**src/core/sgl_pkg.sv**
```systemverilog
// Package for the speaker gain and headroom limiter.
// Assumes a single 125 MHz clock and an APB register port.
package sgl_pkg;
  // ==================================================
  // Clock and sample-rate bands.
  // ==================================================
  localparam int MCLK_HZ = 125_000_000;
  localparam int RATE_HI_HZ = 64_000;   // At or above: fast filter.
  localparam int RATE_MID_HZ = 32_000;  // At or above: middle filter.
  localparam int RATE_HI_CYC = MCLK_HZ / RATE_HI_HZ;
  localparam int RATE_MID_CYC = MCLK_HZ / RATE_MID_HZ;
  // ==================================================
  // Register offsets (byte addresses).
  // ==================================================
  localparam logic [7:0] OFS_CTRL = 8'h00;
  localparam logic [7:0] OFS_VOL = 8'h04;
  localparam logic [7:0] OFS_GAIN = 8'h08;
  localparam logic [7:0] OFS_TRACK = 8'h0C;
  localparam logic [7:0] OFS_STATUS = 8'h10;
  // ==================================================
  // Field positions and reset values.
  // ==================================================
  localparam int CTRL_SAFE = 0;   // Protect level enable.
  localparam int CTRL_RISE = 1;   // Volume rise ramp enable.
  localparam int CTRL_FALL = 2;   // Volume fall ramp enable.
  localparam int CTRL_TRACK = 3;  // Headroom tracker enable.
  localparam int CTRL_MODE = 4;   // Limiter mode select.
  localparam int CTRL_PATH = 5;   // Speaker path on.
  localparam logic [5:0] CTRL_RST = 6'h01;
  localparam logic [6:0] VOL_RST = 7'h00;
  localparam logic [6:0] VOL_MUTE = 7'h7F;
  localparam logic [3:0] GAIN_RST = 4'h0;
  localparam int MARGIN_LSB = 0;
  localparam int CAP_LSB = 8;
  localparam logic [4:0] MARGIN_RST = 5'h08;
  localparam logic [4:0] MARGIN_MAX = 5'h10;
  localparam logic [3:0] CAP_RST = 4'h0E;
  localparam logic [3:0] CAP_MAX = 4'h0E;
  localparam int STAT_STICKY = 0;
  localparam int STAT_LIVE = 1;
  localparam int STAT_VOL_LSB = 8;
  // ==================================================
  // Levels in signed dB with 8 fraction bits.
  // ==================================================
  localparam int DB_PER_LOG2 = 1541;    // 6.0206 dB per octave.
  localparam int LOG2_PER_DB = 85;      // 0.1661 octave per dB, /512.
  localparam int FS_DB = 23 * DB_PER_LOG2;  // 2^23 sample full scale.
  localparam int DAC_FS_DB = 123;       // 0.48 dBV full scale.
  localparam int MV_TO_V_DB = 15360;    // 60 dB, millivolt to volt.
  localparam int MARGIN_DIV_DB = 8202;  // 20log10(40).
  localparam int MARGIN_BASE = 32;      // Factor is (32+code)/40.
  localparam int SCALE_MIN_DB = 6 * 256;
  localparam int SAFE_DB = -18 * 256;
  localparam int VOL_STEP_DB = 128;     // 0.5 dB.
endpackage

```
**src/core/sgl_limiter.sv**
```systemverilog
// Speaker gain and headroom limiter: volume, safe level, peak
// scaling and supply-tracking distortion limiter on mono samples.
// Assumes samples and supply readings are synchronous to mclk.
//
// Register access over APB and the placing of the registers are this design's own decisions.
`timescale 1ns/1ps
module sgl_limiter #(
  parameter int SAMPLE_W = 24,
  parameter int SUPPLY_W = 16
) (
  input wire logic mclk,
  input wire logic reset_n,
  input wire logic psel,
  input wire logic penable,
  input wire logic pwrite,
  input wire logic [7:0] paddr,
  input wire logic [31:0] pwdata,
  output logic [31:0] prdata,
  output logic pready,
  output logic pslverr,
  input wire logic sampleValid,
  input wire logic [SAMPLE_W-1:0] sampleIn,
  input wire logic supplyValid,
  input wire logic [SUPPLY_W-1:0] supplyCode,
  output logic outValid,
  output logic [SAMPLE_W-1:0] sampleOut,
  output logic [2:0] analogGainCode,
  output logic [1:0] dacFilterSel,
  output logic limiterActive
);

  // ==================================================
  // Log2 helper.
  // ==================================================
  // Leading-one position plus a linear mantissa: within about 0.5 dB,
  // which is ample for a limiter and costs no table.
  function automatic logic [12:0] log2q(input logic [23:0] x);
    int n;
    logic [23:0] y;
    n = 0;
    for (int i = 0; i < 24; i++) begin
      if (x[i]) begin
        n = i;
      end
    end
    y = x << (23 - n);
    log2q = {5'(n), y[22:15]};
  endfunction

  // Converts a magnitude, through its log2, into signed dB with 8 fraction bits.
  function automatic logic signed [19:0] dbOf(input logic [23:0] x);
    logic [23:0] p;
    p = 24'(24'(log2q(x)) * 24'(sgl_pkg::DB_PER_LOG2));
    dbOf = $signed({4'h0, p[23:8]});
  endfunction

  // ==================================================
  // Registers.
  // ==================================================
  logic [5:0] ctrl_q;        // Control bits.
  logic [6:0] vol_q;         // Requested volume code.
  logic [3:0] scale_q;       // Peak output scaling code.
  logic [4:0] margin_q;      // Supply margin code.
  logic [3:0] cap_q;         // Attenuation cap code.
  logic sticky_q;            // Limiter engaged, sticky.
  logic [6:0] curVol_q;      // Volume code being applied.
  logic [SUPPLY_W-1:0] supply_q;  // Latest supply reading.
  logic [31:0] prdata_q;     // Read data, loaded in setup.
  logic outValid_q;          // Output sample strobe.
  logic [SAMPLE_W-1:0] sampleOut_q;  // Output sample.
  logic [2:0] analog_q;      // Analog share of the scaling.
  logic [1:0] filt_q;        // Lowpass filter selection.
  logic [15:0] gap_q;        // Cycles since last sample.
  logic live_q;              // Limiter attenuating now.

  // ==================================================
  // APB decode.
  // ==================================================
  wire setup = psel & ~penable;
  wire access = psel & penable;
  wire hitCtrl = (paddr == sgl_pkg::OFS_CTRL);
  wire hitVol = (paddr == sgl_pkg::OFS_VOL);
  wire hitGain = (paddr == sgl_pkg::OFS_GAIN);
  wire hitTrack = (paddr == sgl_pkg::OFS_TRACK);
  wire hitStat = (paddr == sgl_pkg::OFS_STATUS);
  wire hit = hitCtrl | hitVol | hitGain | hitTrack | hitStat;
  wire wrEn = access & pwrite & hit;
  // The status read clears on its access edge, where a set still wins.
  wire statRead = access & ~pwrite & hitStat;
  // Codes above the documented range are clamped on write.
  wire [4:0] marginWr = (pwdata[4:0] > sgl_pkg::MARGIN_MAX) ?
    sgl_pkg::MARGIN_MAX : pwdata[4:0];
  wire [3:0] capWr = (pwdata[11:8] > sgl_pkg::CAP_MAX) ?
    sgl_pkg::CAP_MAX : pwdata[11:8];
  wire [31:0] trackRd = {20'h0, cap_q, 3'h0, margin_q};
  wire [31:0] statRd = {17'h0, curVol_q, 6'h0, live_q, sticky_q};
  wire [31:0] rdMux =
    hitCtrl ? {26'h0, ctrl_q} :
    hitVol ? {25'h0, vol_q} :
    hitGain ? {28'h0, scale_q} :
    hitTrack ? trackRd :
    hitStat ? statRd : 32'h0;

  // The slave never inserts wait states.
  assign pready = 1'b1;
  // Unmapped addresses answer with an error in the access phase.
  assign pslverr = access & ~hit;
  assign prdata = prdata_q;

  // ==================================================
  // Control decode.
  // ==================================================
  wire safeOn = ctrl_q[sgl_pkg::CTRL_SAFE];
  wire riseRamp = ctrl_q[sgl_pkg::CTRL_RISE];
  wire fallRamp = ctrl_q[sgl_pkg::CTRL_FALL];
  wire trackOn = ctrl_q[sgl_pkg::CTRL_TRACK];
  wire modeFixed = ctrl_q[sgl_pkg::CTRL_MODE];
  wire pathOn = ctrl_q[sgl_pkg::CTRL_PATH];

  // ==================================================
  // Target peak and rotation point.
  // ==================================================
  // Product of supply and (32+code); divided by 40 in dB below.
  wire [5:0] marginFac = 6'(sgl_pkg::MARGIN_BASE) + {1'b0, margin_q};
  wire [23:0] tpoProd = 24'(supply_q * marginFac);
  // Maximum peak output in dBV: 0.48 plus 6..21 dB scaling.
  wire signed [19:0] mpoDb = 20'(sgl_pkg::DAC_FS_DB) +
    20'(sgl_pkg::SCALE_MIN_DB) + $signed({8'h0, scale_q, 8'h0});
  // Target attenuation relative to the maximum peak output.
  wire signed [19:0] tpoDb = dbOf(tpoProd) -
    20'(sgl_pkg::MARGIN_DIV_DB) - 20'(sgl_pkg::MV_TO_V_DB) - mpoDb;
  // Positive headroom never becomes gain; this is also the
  // rotation point, recomputed whenever supply or settings move.
  wire signed [19:0] rotDb = (tpoDb > 0) ? 20'sd0 : tpoDb;

  // ==================================================
  // Input level and limiter attenuation.
  // ==================================================
  wire sNeg = sampleIn[SAMPLE_W-1];
  wire [SAMPLE_W-1:0] sMag = sNeg ? (~sampleIn + 1'b1) : sampleIn;
  wire signed [19:0] inDb = dbOf(24'(sMag)) - 20'(sgl_pkg::FS_DB);
  // Infinite ratio: anything over the rotation point is pulled
  // back onto it; below it the sample passes unchanged.
  wire signed [19:0] rawAtt = (inDb > rotDb) ? (rotDb - inDb) : 20'sd0;
  wire signed [19:0] capDb = -$signed({7'h0, 5'(cap_q) + 5'h1, 8'h0});
  wire signed [19:0] cappedAtt = (rawAtt < capDb) ? capDb : rawAtt;
  // The fixed-level mode is not built here, so it attenuates
  // nothing; the limiter also rests while the tracker is off.
  wire limOn = trackOn & ~modeFixed;
  wire signed [19:0] limAtt = limOn ? cappedAtt : 20'sd0;
  // Any negative attenuation on this sample counts as engaged.
  wire limEngaged = limAtt < 0;

  // ==================================================
  // Total gain in dB.
  // ==================================================
  // The odd 1 dB of scaling is digital, the 2 dB steps analog.
  wire signed [19:0] digScale = scale_q[0] ? 20'sd256 : 20'sd0;
  wire signed [19:0] volDb =
    -$signed(20'(curVol_q * 8'(sgl_pkg::VOL_STEP_DB)));
  // Safe level replaces both volume and scaling.
  wire signed [19:0] gainDb = safeOn ?
    (20'(sgl_pkg::SAFE_DB) + limAtt) : (volDb + digScale + limAtt);
  wire muted = ~safeOn & (curVol_q == sgl_pkg::VOL_MUTE);

  // ==================================================
  // Gain from dB to linear.
  // ==================================================
  // Octaves = dB * 85 / 512; the integer part becomes a shift
  // and the fraction a linear mantissa of 1.0 to 2.0.
  wire signed [27:0] octFull = 28'(gainDb * 28'sd85);
  wire signed [27:0] oct = octFull >>> 9;
  wire signed [19:0] octInt = 20'(oct >>> 8);
  wire [7:0] octFrac = oct[7:0];
  wire signed [20:0] shRaw = 21'sd8 - 21'(octInt);
  wire [5:0] sh = (shRaw > 21'sd40) ? 6'd40 : 6'(shRaw);
  wire signed [9:0] mant = $signed({2'b01, octFrac});
  // The port is plain logic; the multiply must see it as signed or
  // negative samples would scale as huge positive ones.
  wire signed [SAMPLE_W-1:0] sIn = $signed(sampleIn);
  wire signed [SAMPLE_W+9:0] prod = sIn * mant;
  wire signed [SAMPLE_W+9:0] scaled = prod >>> sh;
  localparam logic signed [SAMPLE_W+9:0] POS_LIM =
    (SAMPLE_W+10)'((1 << (SAMPLE_W - 1)) - 1);
  localparam logic signed [SAMPLE_W+9:0] NEG_LIM = -POS_LIM - 1;
  // Saturate rather than wrap when the digital scaling adds gain.
  wire [SAMPLE_W-1:0] satOut =
    (scaled > POS_LIM) ? POS_LIM[SAMPLE_W-1:0] :
    (scaled < NEG_LIM) ? NEG_LIM[SAMPLE_W-1:0] :
    scaled[SAMPLE_W-1:0];

  // ==================================================
  // Volume ramp target.
  // ==================================================
  // Start-up and shut-down are ramps to and from mute.
  wire [6:0] volTarget = pathOn ? vol_q : sgl_pkg::VOL_MUTE;
  wire rampDown = curVol_q < volTarget;
  wire rampUp = curVol_q > volTarget;
  // A ramp moves one step per sample, so slow rates ramp slowly.
  // Without a ramp enable the target is taken in one step.
  wire [6:0] volNext =
    rampDown ? (fallRamp ? curVol_q + 7'h1 : volTarget) :
    rampUp ? (riseRamp ? curVol_q - 7'h1 : volTarget) :
    curVol_q;

  // ==================================================
  // Sample-rate band.
  // ==================================================
  // The gap counts idle cycles, so a spacing of n reads as n here.
  wire [1:0] filtNext =
    (gap_q < 16'(sgl_pkg::RATE_HI_CYC)) ? 2'h2 :
    (gap_q < 16'(sgl_pkg::RATE_MID_CYC)) ? 2'h1 : 2'h0;

  // ==================================================
  // Register writes.
  // ==================================================
  // Safe mode comes out of reset set so a speaker is protected.
  always_ff @(posedge mclk or negedge reset_n) begin
    if (!reset_n) begin
      ctrl_q <= sgl_pkg::CTRL_RST;
      vol_q <= sgl_pkg::VOL_RST;
      scale_q <= sgl_pkg::GAIN_RST;
      margin_q <= sgl_pkg::MARGIN_RST;
      cap_q <= sgl_pkg::CAP_RST;
    end else if (wrEn) begin
      if (hitCtrl) begin
        ctrl_q <= pwdata[5:0];
      end
      if (hitVol) begin
        vol_q <= pwdata[6:0];
      end
      if (hitGain) begin
        scale_q <= pwdata[3:0];
      end
      if (hitTrack) begin
        margin_q <= marginWr;
        cap_q <= capWr;
      end
    end
  end

  // Read data is captured in the setup phase so that it comes
  // from a flop and is steady through the access phase.
  always_ff @(posedge mclk or negedge reset_n) begin
    if (!reset_n) begin
      prdata_q <= 32'h0;
    end else if (setup) begin
      prdata_q <= pwrite ? 32'h0 : rdMux;
    end
  end

  // ==================================================
  // Engaged flag.
  // ==================================================
  // A new engagement in the clearing cycle wins over the clear.
  always_ff @(posedge mclk or negedge reset_n) begin
    if (!reset_n) begin
      sticky_q <= 1'b0;
    end else if (sampleValid && limEngaged) begin
      sticky_q <= 1'b1;
    end else if (statRead) begin
      sticky_q <= 1'b0;
    end
  end

  // Live flag follows the latest sample.
  always_ff @(posedge mclk or negedge reset_n) begin
    if (!reset_n) begin
      live_q <= 1'b0;
    end else if (sampleValid) begin
      live_q <= limEngaged;
    end
  end

  // ==================================================
  // Supply reading.
  // ==================================================
  // A zero reading until the measurement arrives looks like no
  // supply; software arms the measurement first.
  always_ff @(posedge mclk or negedge reset_n) begin
    if (!reset_n) begin
      supply_q <= '0;
    end else if (supplyValid) begin
      supply_q <= supplyCode;
    end
  end

  // ==================================================
  // Sample path.
  // ==================================================
  // Volume moves one step per sample while ramping.
  always_ff @(posedge mclk or negedge reset_n) begin
    if (!reset_n) begin
      curVol_q <= sgl_pkg::VOL_MUTE;
    end else if (sampleValid) begin
      curVol_q <= volNext;
    end
  end

  // One output sample per input sample, one cycle later.
  always_ff @(posedge mclk or negedge reset_n) begin
    if (!reset_n) begin
      outValid_q <= 1'b0;
      sampleOut_q <= '0;
    end else begin
      outValid_q <= sampleValid;
      if (sampleValid) begin
        sampleOut_q <= muted ? '0 : satOut;
      end
    end
  end

  // Analog share: 2 dB steps above the 6 dB floor.
  always_ff @(posedge mclk or negedge reset_n) begin
    if (!reset_n) begin
      analog_q <= 3'h0;
    end else begin
      analog_q <= safeOn ? 3'h0 : scale_q[3:1];
    end
  end

  // ==================================================
  // Sample interval measurement.
  // ==================================================
  // The gap counter saturates so a stopped stream reads slow.
  always_ff @(posedge mclk or negedge reset_n) begin
    if (!reset_n) begin
      gap_q <= 16'h0;
      filt_q <= 2'h0;
    end else if (sampleValid) begin
      gap_q <= 16'h0;
      filt_q <= filtNext;
    end else if (gap_q != 16'hFFFF) begin
      gap_q <= gap_q + 16'h1;
    end
  end

  // ==================================================
  // Output ports.
  // ==================================================
  // Every data output is a flop, so nothing here glitches.
  assign outValid = outValid_q;
  assign sampleOut = sampleOut_q;
  assign analogGainCode = analog_q;
  assign dacFilterSel = filt_q;
  assign limiterActive = live_q;

endmodule // sgl_limiter

```
**config.mk**
```make
export PLATFORM = sky130hd
export DESIGN_NAME = sgl_limiter
export DESIGN_NICKNAME = d
export VERILOG_FILES = /design/src/core/sgl_pkg.sv /design/src/core/sgl_limiter.sv
export SDC_FILE = /design/constraint.sdc
export NUM_CORES = 2
export LEC_CHECK = 0
export ABC_AREA = 1
export BUFFER_PORTS_ARGS = -buffer_cell sky130_fd_sc_hd__buf_2
export CAP_MARGIN = 25
export CORE_MARGIN = 3
export CORE_UTILIZATION = 55
export DETAILED_ROUTE_END_ITERATION = 6
export GPL_ROUTABILITY_DRIVEN = 0
export PLACE_DENSITY_LB_ADDON = 0.3
export SYNTH_ARGS = -nofsm -noshare
export SYNTH_HDL_FRONTEND = slang
export SYNTH_SLANG_ARGS = --single-unit
```
**constraint.sdc**
```tcl
create_clock -name mclk -period 26.6 [get_ports mclk]
set_input_delay 1.33 -clock mclk [delete_from_list [all_inputs] [get_ports mclk]]
set_output_delay 1.33 -clock mclk [all_outputs]
set_load 0.01 [all_outputs]
```
[Yosys cells after proc, flatten, opt, wreduce, memory -nomap -nowiden]
Index checks and enable logic that the tools add are counted.
Storage, ports and cells
  input port bits: 87
  output and inout bits: 65
  register bits after elaboration: 129
Cells by class
  reductions and logical operators: 10
  $mul: 5
  shift-type cells: 3
  $lt $le $gt $ge: 13
  mux-type cells: 75
  $add $sub $neg: 20
  bitwise operators: 19
  equality and inequality tests: 6
Operators with widths (count)
  $mux W32: 42
  $mux W20: 5
  $mux W24: 4
  $mux W15: 6
  $sub A6 B32 Y32 const A: 2
  $mul A13 B11 Y24 const B: 2
  $mux W7: 5
  $gt A34 B24 Y1 const B: 1
  $lt A34 B24 Y1 const B: 1
  $mul A24 B10 Y34: 1
  $sshr A34 B6 Y34: 1
  $mux W16: 2
  $shl A22 B32 Y23: 1
  $shl A24 B32 Y23: 1
  $mul A20 B8 Y28 const B: 1
  $add A24 B1 Y24 const B: 1
  $not A24 Y24: 1
  $mul A16 B6 Y22: 1
  $add A14 B20 Y20 const A: 1
  $add A20 B10 Y20: 1
  $add A20 B20 Y20: 1
  $gt A17 B20 Y1: 1
  $lt A20 B1 Y1 const B: 1
  $lt A20 B20 Y1: 1
  other kinds (41): 67

[Longest topological paths before layout]
  word-level depth: 47
  mapped depth: 187

[Worst setup path before layout]
OpenSTA, ideal clock, no wires.
  kind: flip-flop to flip-flop
  start point: reg margin_q[3]
  end point: reg sampleOut_q[15], in the netlist sampleOut[15]
  period minus slack after synthesis: 25.908 ns
  setup time: 0.065 ns
  path slack: 0.692 ns
  cell stages (with the launch flop): 166
  arrival time: 25.843 ns
  buffers on the path: 9
  path through: dfstp_2 clkbuf_1 clkbuf_1 nand2_1 fa_1 inv_1 fa_1 fa_1 ha_1 buf_4 nand2_1 nor2_1 nand3_1 nand4_1 nand3_1 nand2_1 nand2_2 nand2_4 (+130 left out) xor2_2 inv_1 nand3_1 nand3_1 nand3_1 nand2_1 nand2_1 nand3_1 nand2_1 inv_1 nor2_1 nand2_1 nand2_2 buf_6 nand2_1 nand2_1 nand2_1 nand2_1
On the way
  longest elaborated chain between the ends: 45
  elaborated cells between the ends (all ways): 49
  those cells by class: add/sub: 9; mul: 4; order compare: 6; shift: 2; mux: 28
Ends and longest elaborated chain
  start, declared: RTL line sgl_limiter.sv:63  | logic [4:0] margin_q;
  start signal, assigned: RTL line sgl_limiter.sv:223  | margin_q <= sgl_pkg::MARGIN_RST;
  start signal, assigned: RTL line sgl_limiter.sv:236  | margin_q <= marginWr;
  $add A6 B5 Y6 *: RTL line sgl_limiter.sv:124  | wire [5:0] marginFac = 6'(sgl_pkg::MARGIN_BASE) + {1'b0, margin_q};
  $mul A16 B6 Y22 *: RTL line sgl_limiter.sv:125  | wire [23:0] tpoProd = 24'(supply_q * marginFac);
  $mux W32 (19 in series): RTL line sgl_limiter.sv:42  | if (x[i]) begin
  $sub A6 B32 Y32: RTL line sgl_limiter.sv:46  | y = x << (23 - n);
  $shl A22 B32 Y23: RTL line sgl_limiter.sv:46
  $mul A13 B11 Y24 *: RTL line sgl_limiter.sv:53  | p = 24'(24'(log2q(x)) * 24'(sgl_pkg::DB_PER_LOG2));
  $sub A16 B14 Y17 *: RTL line sgl_limiter.sv:130  | wire signed [19:0] tpoDb = dbOf(tpoProd) -
  $sub A17 B15 Y18 *: RTL line sgl_limiter.sv:131  | 20'(sgl_pkg::MARGIN_DIV_DB) - 20'(sgl_pkg::MV_TO_V_DB) - mpoDb;
  (+9 left out)
  $mux W20 *: RTL line sgl_limiter.sv:162  | wire signed [19:0] gainDb = safeOn ?
  $mul A20 B8 Y28 *: RTL line sgl_limiter.sv:171  | wire signed [27:0] octFull = 28'(gainDb * 28'sd85);
  parallel branches: the longest is 3 deep, another holds $mul A24 B10 Y34
  $sshr A34 B6 Y34 *: RTL line sgl_limiter.sv:182  | wire signed [SAMPLE_W+9:0] scaled = prod >>> sh;
  $lt A34 B24 Y1: RTL line sgl_limiter.sv:189  | (scaled < NEG_LIM) ? NEG_LIM[SAMPLE_W-1:0] :
  $mux W24: RTL line sgl_limiter.sv:189
  $mux W24 *: RTL line sgl_limiter.sv:188  | (scaled > POS_LIM) ? POS_LIM[SAMPLE_W-1:0] :
  $mux W24 *: RTL line sgl_limiter.sv:308  | sampleOut_q <= muted ? '0 : satOut;
  end signal, assigned: RTL line sgl_limiter.sv:308
  end, declared: RTL line sgl_limiter.sv:70  | logic [SAMPLE_W-1:0] sampleOut_q;
Every way passes the cells marked *.
A chain may end at the register's enable or synchronous reset.

[Worst setup path in the final report]
  start point: reg margin_q[3]
  end point: reg sampleOut_q[10], in the netlist sampleOut[10]
The elaborated chain is that of the path after synthesis.

==> flow_metrics.tcl <==
set metrics [dict create \
    status "completed" \
    fmax_ghz 0.03899 \
    synth_most_common_cell "nand2_1" \
    yosys.area.top_type "fa_1" \
    viasPerCell 5.466 \
    synth_edf_count 0 \
    reg2regPathDepth 158 \
    synthFlopType "dfrtp_1" \
    antenna_found_initial 0 \
    path_class "flop to flop" \
    drtIter0Drc 2411 \
    worstPathArrival_ns 25.91 \
    core_um2 58360 \
    cp.required_ns 26.87 \
    n_antenna_cell 0 \
    worstHoldPathType "flop to flop" \
    htree_levels 3 \
    finalHoldViolCount 0 \
    io_pins 152 \
    synth_cells 4780 \
    async_reset_ff_share_pct 100.0 \
    fin_skew_ns 0.01942 \
    synth-seq-cells 111 \
    setup_viol 0 \
    wl_met3_um 4277 \
    fin_cells 5739 \
    place_ws_ns -0.3070 \
    worstMarginPinSlew_ns 0.9672 \
    ys_types 82 \
    die_x_um 250.1 \
    num_rows 88 \
    root_buffer "clkbuf_16" \
    clkLatencyLatePin_ns 0.39 \
    drcViolationCount 0 \
    grt_overflow_total 0 \
    grt_pass1_vias 29200 \
    ys_seq_area_share_pct 8.519 \
    die_area_um2 62570 \
    slowest_delay_ns 0.68 \
    grt_pass1_wl_um 138300 \
    cts_buffers 9 \
    synth_top_cells_by_count "1,181 x nand2_1, 813 x inv_1, 445 x ha_1, 369 x nor2_1, 318 x nand3_1" \
    fillers 5189 \
    yosys-top-cells-area "fa_1 17%, ha_1 17%, nand2_1 14%, inv_1 9.3%, dfrtp_1 7.6%" \
    num_vias 31370 \
    ant_nets 0 \
    crit_slowest_cell "dfstp_2" \
    finish.utilization_pct 63.51 \
    slew_headroom_pct 35.37 \
    cp_common_cell "nand2_1" \
    die_height_um 250.1 \
    cp-end-kind "flop" \
    grt_max_degree 77 \
    path_max_fanout 11 \
    cap_violations 0 \
    post_drt_wl_per_cell_um 14.97 \
    slew_viol_final 0 \
    initial_core_util_pct 56.17 \
    fin_hold_ws_ns 0.4845 \
    synth_top_area_share_pct 17.41 \
    hold_buffers 0 \
    dr.pass1.iters 6 \
    topRoutingLayerUsed "met4" \
    startpoint_type "flop" \
    area_growth_pct 13.06 \
    syn_avg_cell_area_um2 6.858 \
    wl_met1_um 38130 \
    post-route-period-util_pct 96.42 \
    port_buffers 111 \
    final_nets 5786 \
    setup_slack_ns 0.9528 \
    whs_path_depth 2 \
    cts.sinks 111 \
    syn-cell-area_um2 32780 \
    dp_hpwl_um 67780 \
    ys_warn_count 0 \
    drive_gt1_share_pct 16.53 \
    post-route-min-period_ns 25.65 \
    cts_tree "done" \
    drt-total-wl_um 85910 \
    place_inst 5648 \
    cts.path.max_buffers 2 \
    grt_use_total_pct 25.76 \
    route.met2.wl_um 41470 \
    clkTransAtPathRegs_ns 0.08 \
]
## critical path, delay by kind of cell, from the launching register on
family	cells	cell delay, ns
compound gates	28	4.57
flops	1	0.68
fa+ha+maj	29	10.62
buf+inv	29	2.66
xor+xnor	5	0.85
simple gates	67	6.08
## per-stage QoR
stage                     setup TNS [ns]  instance area [um^2]
after CTS                              0                 34820
after global routing              -12.85                 37060
final                                  0                 37060
after global placement                 0                 34440
after floorplan                        0                 32840
after detailed placement          -6.701                 34440
## layout by cell type (no fill, tap or decap), types with 12 or more instances in the layout
cell type	count
fa_1	280
nand2_2	94
clkbuf_16	15
o21ai_2	21
buf_2	110
a21oi_4	14
nor3_1	38
inv_1	790
buf_6	12
nand2_4	23
xor2_1	87
ha_4	41
nand3_1	297
inv_2	54
dfstp_2	12
a21oi_2	38
nor2_4	19
nand3b_1	20
nor4_1	15
nor2_1	339
or2_2	19
o21ai_0	175
nor2_2	31
a31oi_1	26
xnor2_1	39
ha_1	396
a21oi_1	173
nand3_2	41
nand2_1	1132
o211ai_1	32
o21ai_1	53
mux2_2	18
dfrtp_1	93
buf_4	157
nand4_1	37
conb_1	19
## kinds of logic after synthesis
kind of cell | synth area share, %
and+or+nand+nor | 28.96
buffers and inverters | 12.36
adders and majority gates | 34.39
AOI/OAI and AO/OA | 11.05
xor gates and xnor gates | 3.989
DFF | 8.519
muxes | 0.7099
other | 0.02291
## registers in the layout, indices dropped and copies added (netlist names), 2 cells and up
register / cells
cap_q: 4
supply_q: 16
vol_q: 7
dacFilterSel: 2
scale_q: 4
gap_q: 16
analogGainCode: 3
prdata: 14
ctrl_q: 6
sampleOut: 24
curVol_q: 7
margin_q: 5
## per-layer routing
| layer | track usage [%] | up-vias |
|---|---|---|
| met5 | 0 | - |
| li1 | - | 15570 |
| met1 | 35.72 | 14680 |
| met2 | 44.05 | 966 |
| met3 | 1.641 | 147 |
| met4 | 6.247 | 0 |
## what timing repair did
| action | CTS | global route |
|---|---|---|
| setup buffers | 4 | 61 |
| endpoints found under the setup margin | 23 | 24 |
| resized for setup | 14 | 349 |
| pin swaps | 2 | 149 |
| gates cloned | 0 | 8 |
## final cells by class
type | count | area (um^2) | share of cell area, %
clock buffers | 9 | 225.2 | 0.6077
clock inverters | 7 | 88.84 | 0.2397
multi-input cells | 3690 | 27470 | 74.13
inverters | 858 | 3233 | 8.724
flip-flops and latches | 111 | 2800 | 7.555
repair buffers | 299 | 2285 | 6.165
well taps | 765 | 957.2 | 2.583
## path summary, 6_finish.rpt
path,from,to,slack (ns)
max,margin_q[3],sampleOut[10],0.95
min,sampleOut[12],sampleOut[12],0.48
max reg2reg,margin_q[3],sampleOut[10],0.95
min reg2reg,sampleOut[12],sampleOut[12],0.48
max in group asynchronous,reset_n,cap_q[1],24.71
min in group asynchronous,reset_n,gap_q[7],0.90
Power is left out: the tool's default activity adds up to more than one toggle a clock period on the data nets, which glitch-free logic cannot reach.
